--- src/rtl/pwm_timer_pkg.sv ---
package pwm_timer_pkg;

  // ----------------------------------------------------------------
  // Register offsets
  // ----------------------------------------------------------------
  localparam logic [7:0] OFF_CTRL   = 8'h00;
  localparam logic [7:0] OFF_PSC    = 8'h04;
  localparam logic [7:0] OFF_ARR    = 8'h08;
  localparam logic [7:0] OFF_CNT    = 8'h0c;
  localparam logic [7:0] OFF_STATUS = 8'h10;
  localparam logic [7:0] OFF_MASK   = 8'h14;
  localparam logic [7:0] OFF_DMAEN  = 8'h18;
  localparam logic [7:0] OFF_DEAD   = 8'h1c;
  localparam logic [7:0] OFF_CHCFG  = 8'h20;
  localparam logic [7:0] OFF_CCR0   = 8'h24;

  // ----------------------------------------------------------------
  // Control fields
  // ----------------------------------------------------------------
  localparam int CTRL_W    = 16;
  localparam int CTRL_EN   = 0;
  localparam int CTRL_DIR  = 1;
  localparam int CTRL_CMS  = 2;
  localparam int CTRL_OPM  = 4;
  localparam int CTRL_FRZ  = 5;
  localparam int CTRL_HALL = 6;
  localparam int CTRL_SMS  = 8;
  localparam int CTRL_CEN  = 12;
  localparam int PSC_W     = 16;
  localparam int DT_W      = 8;
  localparam int CHCFG_W   = 4;
  localparam int CHCFG_OE  = 3;

  // ----------------------------------------------------------------
  // Reset values
  // ----------------------------------------------------------------
  localparam logic [CTRL_W-1:0] CTRL_RST = 16'h0000;
  localparam logic [PSC_W-1:0]  PSC_RST  = 16'h0000;
  localparam logic [DT_W-1:0]   DT_RST   = 8'h00;

  // ----------------------------------------------------------------
  // Modes
  // ----------------------------------------------------------------
  typedef enum logic [2:0] {
    SM_INTERNAL, SM_TRIG_START, SM_GATED, SM_EXT_CLOCK, SM_ENCODER
  } slaveMode_t;

  typedef enum logic [2:0] {
    CH_FROZEN, CH_CAP_RISE, CH_CAP_FALL, CH_CAP_BOTH,
    CH_CMP_TOGGLE, CH_PWM, CH_PWM_INV
  } chMode_t;

endpackage : pwm_timer_pkg

--- src/rtl/multi_channel_pwm_timer.sv ---
// Operation
// - Counter clock passes a 16-bit prescaler; counter auto-reloads.
// - Wide counter of 32 bits counts up, down or up/down.
// - Four channels: capture, compare, PWM or one-pulse each.
// - PWM is edge-aligned or center-aligned by configuration.
// - Three complementary outputs with programmable dead time.
// - PWM duty covers fully inactive to fully active.
// - Counter stops during debug halt when freeze is enabled.
// - Trigger in/out lets timers start, gate or clock each other.
// - Quadrature encoder inputs step the counter up or down.
// - Up to three hall sensor inputs feed channel capture.
// - Each timer raises its own DMA requests.
// - Light variants count up only outside encoder mode, with one or two channels.
// - Single/dual-channel variants have one complementary output.
// - Basic variant: time base whose update triggers the DAC.
`timescale 1ns/1ps
`default_nettype none

module multi_channel_pwm_timer
  import pwm_timer_pkg::*;
#(
  parameter int CNT_W    = 32,
  parameter int NUM_CH   = 4,
  parameter int NUM_COMP = 3,
  parameter bit UP_ONLY  = 1'b0
) (
  // Clock and reset
  input  wire logic                ref_clk,
  input  wire logic                arst_n,
  // AHB-Lite slave
  input  wire logic                hsel,
  input  wire logic [31:0]         haddr,
  input  wire logic [1:0]          htrans,
  input  wire logic                hwrite,
  input  wire logic [2:0]          hsize,
  input  wire logic [31:0]         hwdata,
  input  wire logic                hready,
  output logic      [31:0]         hrdata,
  output logic                     hreadyout,
  output logic                     hresp,
  // Channel pins
  input  wire logic [NUM_CH-1:0]   capPin,
  output logic      [NUM_CH-1:0]   chOut,
  output logic      [NUM_COMP-1:0] chOutN,
  // Timer link and debug
  input  wire logic                trigIn,
  output logic                     trigOut,
  input  wire logic                dbgHalt,
  // Interrupt and DMA
  output logic                     irq,
  output logic      [NUM_CH:0]     dmaReq
);

  localparam int ST_W = NUM_CH + 2;

  // ----------------------------------------------------------------
  // Registers and state
  // ----------------------------------------------------------------
  logic [CTRL_W-1:0]         ctrl_r;
  logic [PSC_W-1:0]          psc_r;
  logic [PSC_W-1:0]          pscCnt_r;
  logic [CNT_W-1:0]          arr_r;
  logic [CNT_W-1:0]          cnt_r;
  logic                      dirDown_r;
  logic [ST_W-1:0]           status_r;
  logic [ST_W-1:0]           mask_r;
  logic [ST_W-1:0]           dmaEn_r;
  logic [DT_W-1:0]           deadTime_r;
  logic [CHCFG_W*NUM_CH-1:0] chCfg_r;
  logic [NUM_CH-1:0]         pinMeta_r;
  logic [NUM_CH-1:0]         pinSync_r;
  logic                      trigPrev_r;
  logic [1:0]                encPrev_r;
  logic                      wrPend_r;
  logic [7:0]                wrAddr_r;
  logic [31:0]               rdVal;
  logic [CNT_W-1:0]          ccr   [NUM_CH];
  logic [NUM_CH-1:0]         chRef;
  logic [NUM_CH-1:0]         chEvt;
  logic [NUM_CH-1:0]         capIn;

  slaveMode_t slaveMode;
  logic       addrPhase;
  logic       rdStatus;
  logic       trigRise;
  logic       encStep;
  logic       encUp;
  logic       freeze;
  logic       run;
  logic       pscHit;
  logic       tick;
  logic       center;
  logic       down;
  logic       atEnd;
  logic       updEvt;
  logic       trigStart;
  logic [ST_W-1:0] setVec;

  // ----------------------------------------------------------------
  // Bus slave: zero wait states, always OKAY
  // ----------------------------------------------------------------
  assign hreadyout = 1'b1;
  assign hresp     = 1'b0;
  assign addrPhase = hsel && htrans[1] && hready;
  assign rdStatus  = addrPhase && !hwrite && haddr[7:0] == OFF_STATUS;

  always_ff @(posedge ref_clk or negedge arst_n) begin
    if (!arst_n) begin
      wrPend_r <= 1'b0;
      wrAddr_r <= 8'h00;
    end else if (hready) begin
      wrPend_r <= addrPhase && hwrite && hsize == 3'h2;
      wrAddr_r <= haddr[7:0];
    end
  end

  always_comb begin
    rdVal = 32'h0000_0000;
    unique case (haddr[7:0])
      OFF_CTRL:   rdVal[CTRL_W-1:0]          = ctrl_r;
      OFF_PSC:    rdVal[PSC_W-1:0]           = psc_r;
      OFF_ARR:    rdVal[CNT_W-1:0]           = arr_r;
      OFF_CNT:    rdVal[CNT_W-1:0]           = cnt_r;
      OFF_STATUS: rdVal[ST_W-1:0]            = status_r;
      OFF_MASK:   rdVal[ST_W-1:0]            = mask_r;
      OFF_DMAEN:  rdVal[ST_W-1:0]            = dmaEn_r;
      OFF_DEAD:   rdVal[DT_W-1:0]            = deadTime_r;
      OFF_CHCFG:  rdVal[CHCFG_W*NUM_CH-1:0]  = chCfg_r;
      default: begin
        for (int i = 0; i < NUM_CH; i++) begin
          if (haddr[7:0] == 8'(OFF_CCR0 + 4 * i)) begin
            rdVal[CNT_W-1:0] = ccr[i];
          end
        end
      end
    endcase
  end

  always_ff @(posedge ref_clk or negedge arst_n) begin
    if (!arst_n) begin
      hrdata <= 32'h0000_0000;
    end else if (addrPhase && !hwrite) begin
      hrdata <= rdVal;
    end
  end

  // ----------------------------------------------------------------
  // Plain configuration registers
  // ----------------------------------------------------------------
  always_ff @(posedge ref_clk or negedge arst_n) begin
    if (!arst_n) begin
      psc_r      <= PSC_RST;
      arr_r      <= '1;
      mask_r     <= '0;
      dmaEn_r    <= '0;
      deadTime_r <= DT_RST;
      chCfg_r    <= '0;
    end else if (wrPend_r) begin
      unique case (wrAddr_r)
        OFF_PSC:   psc_r      <= hwdata[PSC_W-1:0];
        OFF_ARR:   arr_r      <= hwdata[CNT_W-1:0];
        OFF_MASK:  mask_r     <= hwdata[ST_W-1:0];
        OFF_DMAEN: dmaEn_r    <= hwdata[ST_W-1:0];
        OFF_DEAD:  deadTime_r <= hwdata[DT_W-1:0];
        OFF_CHCFG: chCfg_r    <= hwdata[CHCFG_W*NUM_CH-1:0];
        default: ;
      endcase
    end
  end

  // ----------------------------------------------------------------
  // Pin synchronisers and hall combination
  // ----------------------------------------------------------------
  always_ff @(posedge ref_clk or negedge arst_n) begin
    if (!arst_n) begin
      pinMeta_r <= '0;
      pinSync_r <= '0;
    end else begin
      pinMeta_r <= capPin;
      pinSync_r <= pinMeta_r;
    end
  end

  always_comb begin
    capIn = pinSync_r;
    if (ctrl_r[CTRL_HALL] && NUM_CH >= 3) begin
      capIn[0] = ^pinSync_r[2:0];
    end
  end

  // ----------------------------------------------------------------
  // Clock selection, prescaler and slave modes
  // ----------------------------------------------------------------
  assign slaveMode = slaveMode_t'(ctrl_r[CTRL_SMS+:3]);
  assign trigRise  = trigIn && !trigPrev_r;
  assign trigStart = trigRise && slaveMode == SM_TRIG_START;
  assign encStep   = |(encPrev_r ^ pinSync_r[1:0]);
  assign encUp     = pinSync_r[0] ^ encPrev_r[1];
  assign freeze    = dbgHalt && ctrl_r[CTRL_FRZ];
  assign run       = ctrl_r[CTRL_EN] && !freeze
                     && (slaveMode != SM_GATED || trigIn);

  always_comb begin
    unique case (slaveMode)
      SM_EXT_CLOCK: pscHit = run && trigRise;
      SM_ENCODER:   pscHit = run && encStep;
      default:      pscHit = run;
    endcase
  end

  assign tick = pscHit && (slaveMode == SM_ENCODER || pscCnt_r == psc_r);

  always_ff @(posedge ref_clk or negedge arst_n) begin
    if (!arst_n) begin
      trigPrev_r <= 1'b0;
      encPrev_r  <= 2'b00;
    end else begin
      trigPrev_r <= trigIn;
      encPrev_r  <= pinSync_r[1:0];
    end
  end

  always_ff @(posedge ref_clk or negedge arst_n) begin
    if (!arst_n) begin
      pscCnt_r <= '0;
    end else if (trigStart || (wrPend_r && wrAddr_r == OFF_CNT)) begin
      pscCnt_r <= '0;
    end else if (pscHit) begin
      pscCnt_r <= (pscCnt_r == psc_r) ? '0 : pscCnt_r + 1'b1;
    end
  end

  // ----------------------------------------------------------------
  // Counter core
  // ----------------------------------------------------------------
  assign center = !UP_ONLY && |ctrl_r[CTRL_CMS+:2];
  assign down   = (slaveMode == SM_ENCODER) ? !encUp
                : center ? dirDown_r
                : !UP_ONLY && ctrl_r[CTRL_DIR];
  assign atEnd  = down ? (cnt_r == '0) : (cnt_r >= arr_r);
  assign updEvt = tick && atEnd;

  always_ff @(posedge ref_clk or negedge arst_n) begin
    if (!arst_n) begin
      cnt_r     <= '0;
      dirDown_r <= 1'b0;
    end else if (wrPend_r && wrAddr_r == OFF_CNT) begin
      cnt_r <= hwdata[CNT_W-1:0];
    end else if (trigStart) begin
      cnt_r <= '0;
    end else if (tick) begin
      if (!atEnd) begin
        cnt_r <= down ? cnt_r - 1'b1 : cnt_r + 1'b1;
      end else if (center && slaveMode != SM_ENCODER) begin
        dirDown_r <= !down;
        if (arr_r != '0) begin
          cnt_r <= down ? cnt_r + 1'b1 : cnt_r - 1'b1;
        end
      end else begin
        cnt_r <= down ? arr_r : '0;
      end
    end
  end

  // Control: trigger start sets enable, one-pulse clears it on update
  always_ff @(posedge ref_clk or negedge arst_n) begin
    if (!arst_n) begin
      ctrl_r <= CTRL_RST;
    end else begin
      if (wrPend_r && wrAddr_r == OFF_CTRL) begin
        ctrl_r <= hwdata[CTRL_W-1:0];
      end else if (updEvt && ctrl_r[CTRL_OPM]) begin
        ctrl_r[CTRL_EN] <= 1'b0;
      end
      if (trigStart) begin
        ctrl_r[CTRL_EN] <= 1'b1;
      end
    end
  end

  // ----------------------------------------------------------------
  // Channels
  // ----------------------------------------------------------------
  for (genvar i = 0; i < NUM_CH; i++) begin : gCh
    timer_channel #(.CNT_W(CNT_W)) uChannel (
      .ref_clk (ref_clk),
      .arst_n  (arst_n),
      .modeSel (chCfg_r[CHCFG_W*i+:3]),
      .cnt     (cnt_r),
      .tick    (tick),
      .capIn   (capIn[i]),
      .wrEn    (wrPend_r && wrAddr_r == 8'(OFF_CCR0 + 4 * i)),
      .wrData  (hwdata[CNT_W-1:0]),
      .ccr_r   (ccr[i]),
      .chRef_r (chRef[i]),
      .chEvt_r (chEvt[i])
    );
  end

  // ----------------------------------------------------------------
  // Outputs with dead time on complementary pairs
  // ----------------------------------------------------------------
  for (genvar k = 0; k < NUM_CH; k++) begin : gOut
    logic oe;
    assign oe = chCfg_r[CHCFG_W*k+CHCFG_OE];
    if (k < NUM_COMP) begin : gPair
      logic            refPrev_r;
      logic [DT_W-1:0] dtCnt_r;
      logic            pairEn;
      logic            quiet;
      assign pairEn = ctrl_r[CTRL_CEN+k];
      assign quiet  = (dtCnt_r == '0) && (refPrev_r == chRef[k]);
      always_ff @(posedge ref_clk or negedge arst_n) begin
        if (!arst_n) begin
          refPrev_r <= 1'b0;
          dtCnt_r   <= '0;
        end else begin
          refPrev_r <= chRef[k];
          if (refPrev_r != chRef[k]) begin
            dtCnt_r <= deadTime_r;
          end else if (dtCnt_r != '0) begin
            dtCnt_r <= dtCnt_r - 1'b1;
          end
        end
      end
      always_ff @(posedge ref_clk or negedge arst_n) begin
        if (!arst_n) begin
          chOut[k]  <= 1'b0;
          chOutN[k] <= 1'b0;
        end else begin
          chOut[k]  <= oe && chRef[k] && (quiet || !pairEn);
          chOutN[k] <= oe && pairEn && !chRef[k] && quiet;
        end
      end
    end else begin : gSingle
      always_ff @(posedge ref_clk or negedge arst_n) begin
        if (!arst_n) begin
          chOut[k] <= 1'b0;
        end else begin
          chOut[k] <= oe && chRef[k];
        end
      end
    end
  end

  // ----------------------------------------------------------------
  // Status, interrupt, DMA and trigger output
  // ----------------------------------------------------------------
  assign setVec = {trigRise, chEvt, updEvt};

  // Hardware set wins over the read-clear
  always_ff @(posedge ref_clk or negedge arst_n) begin
    if (!arst_n) begin
      status_r <= '0;
    end else begin
      status_r <= (rdStatus ? '0 : status_r) | setVec;
    end
  end

  assign irq = |(status_r & mask_r);

  always_ff @(posedge ref_clk or negedge arst_n) begin
    if (!arst_n) begin
      dmaReq  <= '0;
      trigOut <= 1'b0;
    end else begin
      dmaReq  <= setVec[NUM_CH:0] & dmaEn_r[NUM_CH:0];
      trigOut <= updEvt;
    end
  end

endmodule : multi_channel_pwm_timer

`default_nettype wire

--- src/rtl/timer_channel.sv ---
`timescale 1ns/1ps
`default_nettype none

module timer_channel
  import pwm_timer_pkg::*;
#(
  parameter int CNT_W = 32
) (
  // Clock and reset
  input  wire logic             ref_clk,
  input  wire logic             arst_n,
  // Configuration and counter
  input  wire logic [2:0]       modeSel,
  input  wire logic [CNT_W-1:0] cnt,
  input  wire logic             tick,
  // Synchronised capture input
  input  wire logic             capIn,
  // Software write of the compare value
  input  wire logic             wrEn,
  input  wire logic [CNT_W-1:0] wrData,
  // Results
  output logic      [CNT_W-1:0] ccr_r,
  output logic                  chRef_r,
  output logic                  chEvt_r
);

  chMode_t mode;
  logic    capPrev_r;
  logic    capHit;
  logic    cmpHit;

  assign mode   = chMode_t'(modeSel);
  assign cmpHit = tick && (cnt == ccr_r);

  always_comb begin
    unique case (mode)
      CH_CAP_RISE: capHit = capIn & ~capPrev_r;
      CH_CAP_FALL: capHit = ~capIn & capPrev_r;
      CH_CAP_BOTH: capHit = capIn ^ capPrev_r;
      default:     capHit = 1'b0;
    endcase
  end

  always_ff @(posedge ref_clk or negedge arst_n) begin
    if (!arst_n) begin
      capPrev_r <= 1'b0;
    end else begin
      capPrev_r <= capIn;
    end
  end

  // Capture has priority over a software write
  always_ff @(posedge ref_clk or negedge arst_n) begin
    if (!arst_n) begin
      ccr_r <= '0;
    end else if (capHit) begin
      ccr_r <= cnt;
    end else if (wrEn) begin
      ccr_r <= wrData;
    end
  end

  // Compare of zero keeps PWM low, above reload keeps it high
  always_ff @(posedge ref_clk or negedge arst_n) begin
    if (!arst_n) begin
      chRef_r <= 1'b0;
    end else begin
      unique case (mode)
        CH_CMP_TOGGLE: if (cmpHit) chRef_r <= ~chRef_r;
        CH_PWM:        chRef_r <= (cnt < ccr_r);
        CH_PWM_INV:    chRef_r <= ~(cnt < ccr_r);
        default:       chRef_r <= 1'b0;
      endcase
    end
  end

  always_ff @(posedge ref_clk or negedge arst_n) begin
    if (!arst_n) begin
      chEvt_r <= 1'b0;
    end else begin
      chEvt_r <= capHit | (cmpHit && mode != CH_FROZEN);
    end
  end

endmodule : timer_channel

`default_nettype wire

--- config.mk ---
export PLATFORM = sky130hd
export DESIGN_NAME = multi_channel_pwm_timer
export DESIGN_NICKNAME = d
export VERILOG_FILES = /design/src/rtl/pwm_timer_pkg.sv /design/src/rtl/multi_channel_pwm_timer.sv /design/src/rtl/timer_channel.sv
export SDC_FILE = /design/constraint.sdc
export NUM_CORES = 1
export LEC_CHECK = 0
export BUFFER_PORTS_ARGS = -buffer_cell sky130_fd_sc_hd__clkbuf_2
export CAP_MARGIN = 0
export CORE_UTILIZATION = 63
export DETAILED_ROUTE_END_ITERATION = 10
export PLACE_DENSITY = 0.85
export SYNTH_ARGS = -nofsm -noshare
export SYNTH_HDL_FRONTEND = slang
export SYNTH_SLANG_ARGS = --single-unit
--- constraint.sdc ---
create_clock -name ref_clk -period 4.5 [get_ports ref_clk]
set_input_delay 0.675 -clock ref_clk [delete_from_list [all_inputs] [get_ports ref_clk]]
set_output_delay 0.675 -clock ref_clk [all_outputs]
set_load 0.1 [all_outputs]
# Word level (Yosys, flattened, before mapping)
# Cells that the tools add are included.
# classes
magnitude_cmp	5
div	0
mux	55
shift	0
reduce_logical	106
n_eq_ne	69
n_mul	0
addsub	6
n_bitwise	39
# ops
cell	count
32-bit 2-to-1 mux	21
32-bit == test	4
32-bit less-than comparator	4
8-bit by 6-bit == test with 1-bit output, second input constant	10
8-bit by 5-bit == test with 1-bit output, second input constant	7
6-bit case mux with 9 select lines	1
1-bit logical AND	50
16-bit 2-to-1 mux	3
8-bit 2-to-1 mux	6
16-bit case mux with 3 select lines	1
8-bit case mux with 6 select lines	1
8-bit logical NOT	5
3-bit == test, second input constant	13
32-bit by 1-bit adder with 32-bit output, second input constant	1
8-bit by 4-bit == test with 1-bit output, second input constant	4
32-bit >= comparator	1
32-bit logical NOT	1
32-bit nonzero test	1
32-bit by 1-bit subtractor with 32-bit output, second input constant	1
3-bit by 2-bit == test with 1-bit output, second input constant	10
1-bit case mux with 3 select lines	8
8-bit nonzero test	3
8-bit by 1-bit subtractor with 8-bit output, second input constant	3
1-bit NOT	18
33 further kinds	103
# word_totals
wordCells	330
ramBits	0
reg_bits	387
mem_count	0
out_inout_bits	48
romBits	0
latch_bits	0
inputBits	80

# Longest topological paths before layout
# depth
ltp_word	12
mapped_depth	13
mapped_depth_nobuf	11

# Hierarchy
# A second synthesis with hierarchy kept.
# hier_totals
cells_unflattened	2735
hier_area_um2	24715.0
# modules_own_cells
module	cells_per_inst	seq_area_each_um2	instances	area_per_inst_um2
multi_channel_pwm_timer	1650	6221.0	1	14974.4
timer_channel (gCh[1].uChannel ...)	272	875.8	3	2432.3
timer_channel (gCh[0].uChannel)	269	875.8	1	2443.6

# Worst setup path before layout
# No wires, ideal clock.
# synth_timing
path_kind	flip-flop to flip-flop
from	register cnt_r[0]
to	register cnt_r[16]
setup_time_ps	76
period_less_slack_ps	3230
t_arrival_ps	3154
stages_incl_launch_ff	14
path_buffers	2
setup_slack_ps	1270
path_cell_list	dfrtp_1 clkbuf_1 inv_1 ha_1 nand2b_1 a2111o_1 a31oi_1 o2bb2ai_1 nor2_1 o21bai_4 or2_2 buf_4 o41a_1 o21ai_1
# synth_via
elab_chain_len	8
elab_cells_between_ends	15
# synth_lines
item	line	source
start, declared	multi_channel_pwm_timer.sv:63	logic [CNT_W-1:0] cnt_r;
start signal, assigned	multi_channel_pwm_timer.sv:248	cnt_r <= hwdata[CNT_W-1:0];
start signal, assigned	multi_channel_pwm_timer.sv:253	cnt_r <= down ? cnt_r - 1'b1 : cnt_r + 1'b1;
start signal, assigned	multi_channel_pwm_timer.sv:257	cnt_r <= down ? cnt_r + 1'b1 : cnt_r - 1'b1;
32-bit by 1-bit subtractor with 32-bit output / 32-bit by 1-bit adder with 32-bit output (equally long branches)	multi_channel_pwm_timer.sv:253, multi_channel_pwm_timer.sv:257	
32-bit 2-to-1 mux	multi_channel_pwm_timer.sv:257	
32-bit 2-to-1 mux	multi_channel_pwm_timer.sv:256	if (arr_r != '0) begin
32-bit 2-to-1 mux	multi_channel_pwm_timer.sv:254	end else if (center && slaveMode != SM_ENCODER) begin
32-bit 2-to-1 mux	multi_channel_pwm_timer.sv:252	if (!atEnd) begin
32-bit 2-to-1 mux	multi_channel_pwm_timer.sv:251	end else if (tick) begin
32-bit 2-to-1 mux	multi_channel_pwm_timer.sv:249	end else if (trigStart) begin
32-bit 2-to-1 mux	multi_channel_pwm_timer.sv:247	end else if (wrPend_r && wrAddr_r == OFF_CNT) begin
# Parallel ways exist; a longest one is shown, timed or not. The select of a mux whose other input is x is not followed.
# A chain may end at the register's enable or synchronous reset.

# Final worst setup path
# layout_timing
from	register cnt_r[22]
to	register cnt_r[25]
# Same word-level chain as after synthesis.

==> flow_metrics.env <==
export IMPL_dp_hpwl_um=57600
export IMPL_post_cts_buffers=0
export IMPL_avgSynthCellArea_um2=9.00
export IMPL_seq_area_frac_synth_pct=39.0
export IMPL_ant_nets=0
export IMPL_area_growth_syn_to_layout_pct=10.9
export IMPL_cts_sinks=386
export IMPL_fin_crit_sh_pct=89.0
export IMPL_synth_top_family_by_area="compound AO/OA/AOI/OAI gates"
export IMPL_cts_buffers=43
export IMPL_yosysUniqueCellTypes=77
export IMPL_die_area_um2=40200
export IMPL_cts_tree="built"
export IMPL_max_stage_delay_ns=0.65
export IMPL_comb_power_share_pct=42.9
export IMPL_grt_pass1_wl_um=127000
export IMPL_grt_max_degree=110
export IMPL_synth_nets=3015
export IMPL_pin_count=128
export IMPL_drv_cap=0
export IMPL_port_buffers=100
export IMPL_synth_flop_cell="dfrtp_1"
export IMPL_clock_skew_ns=0.0214
export IMPL_cts_max_level=2
export IMPL_cp_common_cell="or2_2"
export IMPL_yosys_area_share_simple_pct=14.6
export IMPL_gp_congestion=1.01
export IMPL_rows=72
export IMPL_worstMarginPinSlew_ns=1.14
export IMPL_maxClockFrequency_ghz=0.250
export IMPL_synthAdderAreaFrac_pct=8.81
export IMPL_p_sw_share_pct=41.7
export IMPL_wl_per_cell_um=24.5
export IMPL_ctsResizeCount=0
export IMPL_synthMuxAreaShare_pct=10.5
export IMPL_first_pass_iters=10
export IMPL_ys_ff_latch=386
export IMPL_rsz0062_at_grt="false"
export IMPL_drt_iter0_drc=2591
export IMPL_timing_hold_ws_ns=0.190
export IMPL_p_total_mw=15.8
export IMPL_clock_path_buffers=3
export IMPL_dp_cells=3277
export IMPL_power_frac_seq_pct=32.1
export IMPL_cts_hold_buf=0
export IMPL_grt_overflow=0
export IMPL_hp_class="input pin to register"
export IMPL_finalCriticalPeriod_ns=4.00
export IMPL_whs_path_depth=1
export IMPL_root_buffer="clkbuf_16"
export IMPL_synth_edf_count=0
export IMPL_synth_area_um2=24900
export IMPL_seqCellArea_um2=9700
export IMPL_setup_tns_ns=0
export IMPL_nFillCells=2865
export IMPL_crit_arrival_ns=4.46
export IMPL_worstRegToRegCells=9
export IMPL_clk_latency_ns=0.59
export IMPL_p_int_mw=9.23
export IMPL_fp_coreArea_um2=38700
export IMPL_first_global_vias=22200
export IMPL_required_ns=4.96
export IMPL_yosysWarnings=0
export IMPL_num_nets_final=3059
export IMPL_vias_per_cell=6.74
export IMPL_async_reset_ff_share_pct=100
export IMPL_min_from="capPin[1]"
export IMPL_hold_viol_final=0
export IMPL_grt_usage_pct=40.9
export IMPL_cts_clk_slew_worst_paths_ns=0.07
export IMPL_end_kind="register"
export IMPL_relSlewSlack_pct=23.4
export IMPL_final_layout_size_suffix_gt1_share_pct=14.2
export IMPL_final_cells=3357
export IMPL_vias=22600
export IMPL_r2r_slack_ns=0.50
export IMPL_power_leakage_nw=13.3
export IMPL_slew_violations=0
export IMPL_dieWidth_um=201
export IMPL_crit_type="register to register"
export IMPL_p_clk_share_pct=25.0
export IMPL_finish_utilization_pct=71.2
export IMPL_hold_path_endpoint="pinMeta_r[1]"
export IMPL_antenna_cells=0
export IMPL_status="finished, final reports clean"
export IMPL_cp_cell_sequence="or2_2 > or4_4 > nor3_4 > or2b_4 > nand2_1 > o21bai_4 > or2_2 > a2111oi_1 > a221o_1"
export IMPL_powerDensity_nw_per_um2=575
export IMPL_setup_viol=0
export IMPL_cp_slowest_cell="dfrtp_1"
export IMPL_initial_core_util_pct=64.2
export IMPL_multi_input_area_um2=13800
export IMPL_r2r_start="cnt_r[22]"
export IMPL_synth_cells=2760
export IMPL_synth_compound_area_share_pct=17.8
export IMPL_peakVddDrop_mv=0.538
export IMPL_cp_max_fo=18
export IMPL_r2r_end="cnt_r[25]"
export IMPL_antenna_found_initial=1
export IMPL_drc=0
export IMPL_drt_total_wl_um=82300
export IMPL_synth_xor_area_share_pct=3.52
export IMPL_start_kind="register"
export IMPL_die_y_um=201
export IMPL_switchingPower_mw=6.61
-- stage by stage --
step | worst slack (ns) | cell area, µm²
after detailed placement | 0.647 | 26000
final | 0.496 | 27600
after global routing | 0.342 | 27600
after global placement | 0.715 | 26000
after floorplan | 1.27 | 24900
after CTS | 0.630 | 27600
-- kinds of logic after synthesis --
kind of cell	count (synthesis)
AND/OR/NAND/NOR	763
AO/OA/AOI/OAI	719
flip-flops	386
buffers and inverters	363
multiplexers	252
adder cells (fa/ha/maj)	175
XOR/XNOR	100
other	2
-- placed cells by master (no fill, tap or decap), drive strengths merged, types with 32 or more instances in the layout --
| master | synthesis | routed |
|---|---|---|
| nand4 | 51 | 51 |
| nand2 | 337 | 337 |
| dfstp | 32 | 32 |
| mux2i | 174 | 174 |
| o21ai | 332 | 332 |
| clkbuf | 140 | 155 |
| ha | 175 | 175 |
| nand3 | 41 | 41 |
| xnor2 | 45 | 45 |
| mux2 | 78 | 78 |
| a22oi | 47 | 47 |
| nor3 | 50 | 50 |
| nor2 | 128 | 128 |
| a21o | 46 | 46 |
| buf | 34 | 74 |
| a21oi | 125 | 125 |
| inv | 189 | 190 |
| xor2 | 55 | 55 |
| dfrtp | 354 | 354 |
-- sequential cells by signal, summed over array words and instances (netlist names), 8 cells and up --
signal,cells
deadTime_r,8
chCfg_r,16
hrdata,32
cnt_r,32
gCh.uChannel.ccr_r,128
wrAddr_r,8
arr_r,32
ctrl_r,16
pscCnt_r,16
psc_r,16
gOut.gPair.dtCnt_r,24
-- worst max path at each step --
stage	slack, ns	end	cells past startpoint	start
final	0.50	cnt_r[25]	9	cnt_r[22]
after detailed placement	0.65	cnt_r[25]	9	cnt_r[17]
after global routing	0.34	cnt_r[16]	12	arr_r[31]
after floorplan	1.27	cnt_r[16]	13	cnt_r[0]
after CTS	0.63	cnt_r[16]	12	arr_r[31]
after global placement	0.71	cnt_r[25]	9	cnt_r[17]
-- area by class of cell --
| type | count | area share, % |
|---|---|---|
| Clock buffer | 56 | 4.52 |
| Timing Repair Buffer | 173 | 3.98 |
| Tap cell | 518 | 2.35 |
| Inverter | 189 | 2.57 |
| Clock inverter | 24 | 1.28 |
| Multi-Input combinational cell | 2011 | 50.1 |
| Sequential cell | 386 | 35.2 |
-- synthesized netlist by cell type, drive strengths merged (22+ instances only) --
| cell | n | share of area, % |
|---|---|---|
| clkbuf | 140 | 2.2 |
| nand4 | 51 | 1.3 |
| a21oi | 125 | 2.5 |
| dfrtp | 354 | 36 |
| mux2 | 78 | 3.5 |
| inv | 189 | 2.9 |
| nand2 | 337 | 5.1 |
| nand3 | 41 | 0.83 |
| ha | 175 | 8.8 |
| dfstp | 32 | 3.4 |
| xnor2 | 45 | 1.6 |
| a21o | 46 | 1.4 |
| mux2i | 174 | 7.0 |
| nor3 | 50 | 1.1 |
| buf | 34 | 0.72 |
| xor2 | 55 | 1.9 |
| nor2 | 128 | 2.0 |
| a22oi | 47 | 1.4 |
| nor2b | 22 | 0.55 |
| o21ai | 332 | 6.7 |
| nor4 | 30 | 0.76 |
-- metal layers --
| layer | part of all wire, % | GRT usage (%) |
|---|---|---|
| met1 | 40 | 55.7 |
| met4 | 4.9 | 19.0 |
| met2 | 44 | 61.5 |
| met3 | 12 | 10.0 |
| met5 | 0 | 0 |
-- worst max-delay path: cells and delay by family (launching register included) --
family	cells	cell delay (ns)
DFF	1	0.65
AOI/OAI and AO/OA	3	0.75
and+or+nand+nor	6	2.45
-- power by group through the flow --
stage | sequential [mW] | clock [mW] | combinational (mW)
after floorplan | 5.01 | 0 | 4.35
after global placement | 5.04 | 0 | 6.22
after detailed placement | 5.09 | 0 | 6.51
after CTS | 5.05 | 3.99 | 6.62
after global routing | 5.17 | 4.11 | 7.35
final | 5.08 | 3.96 | 6.80
Note: power is estimated with default switching activity, not from simulation.
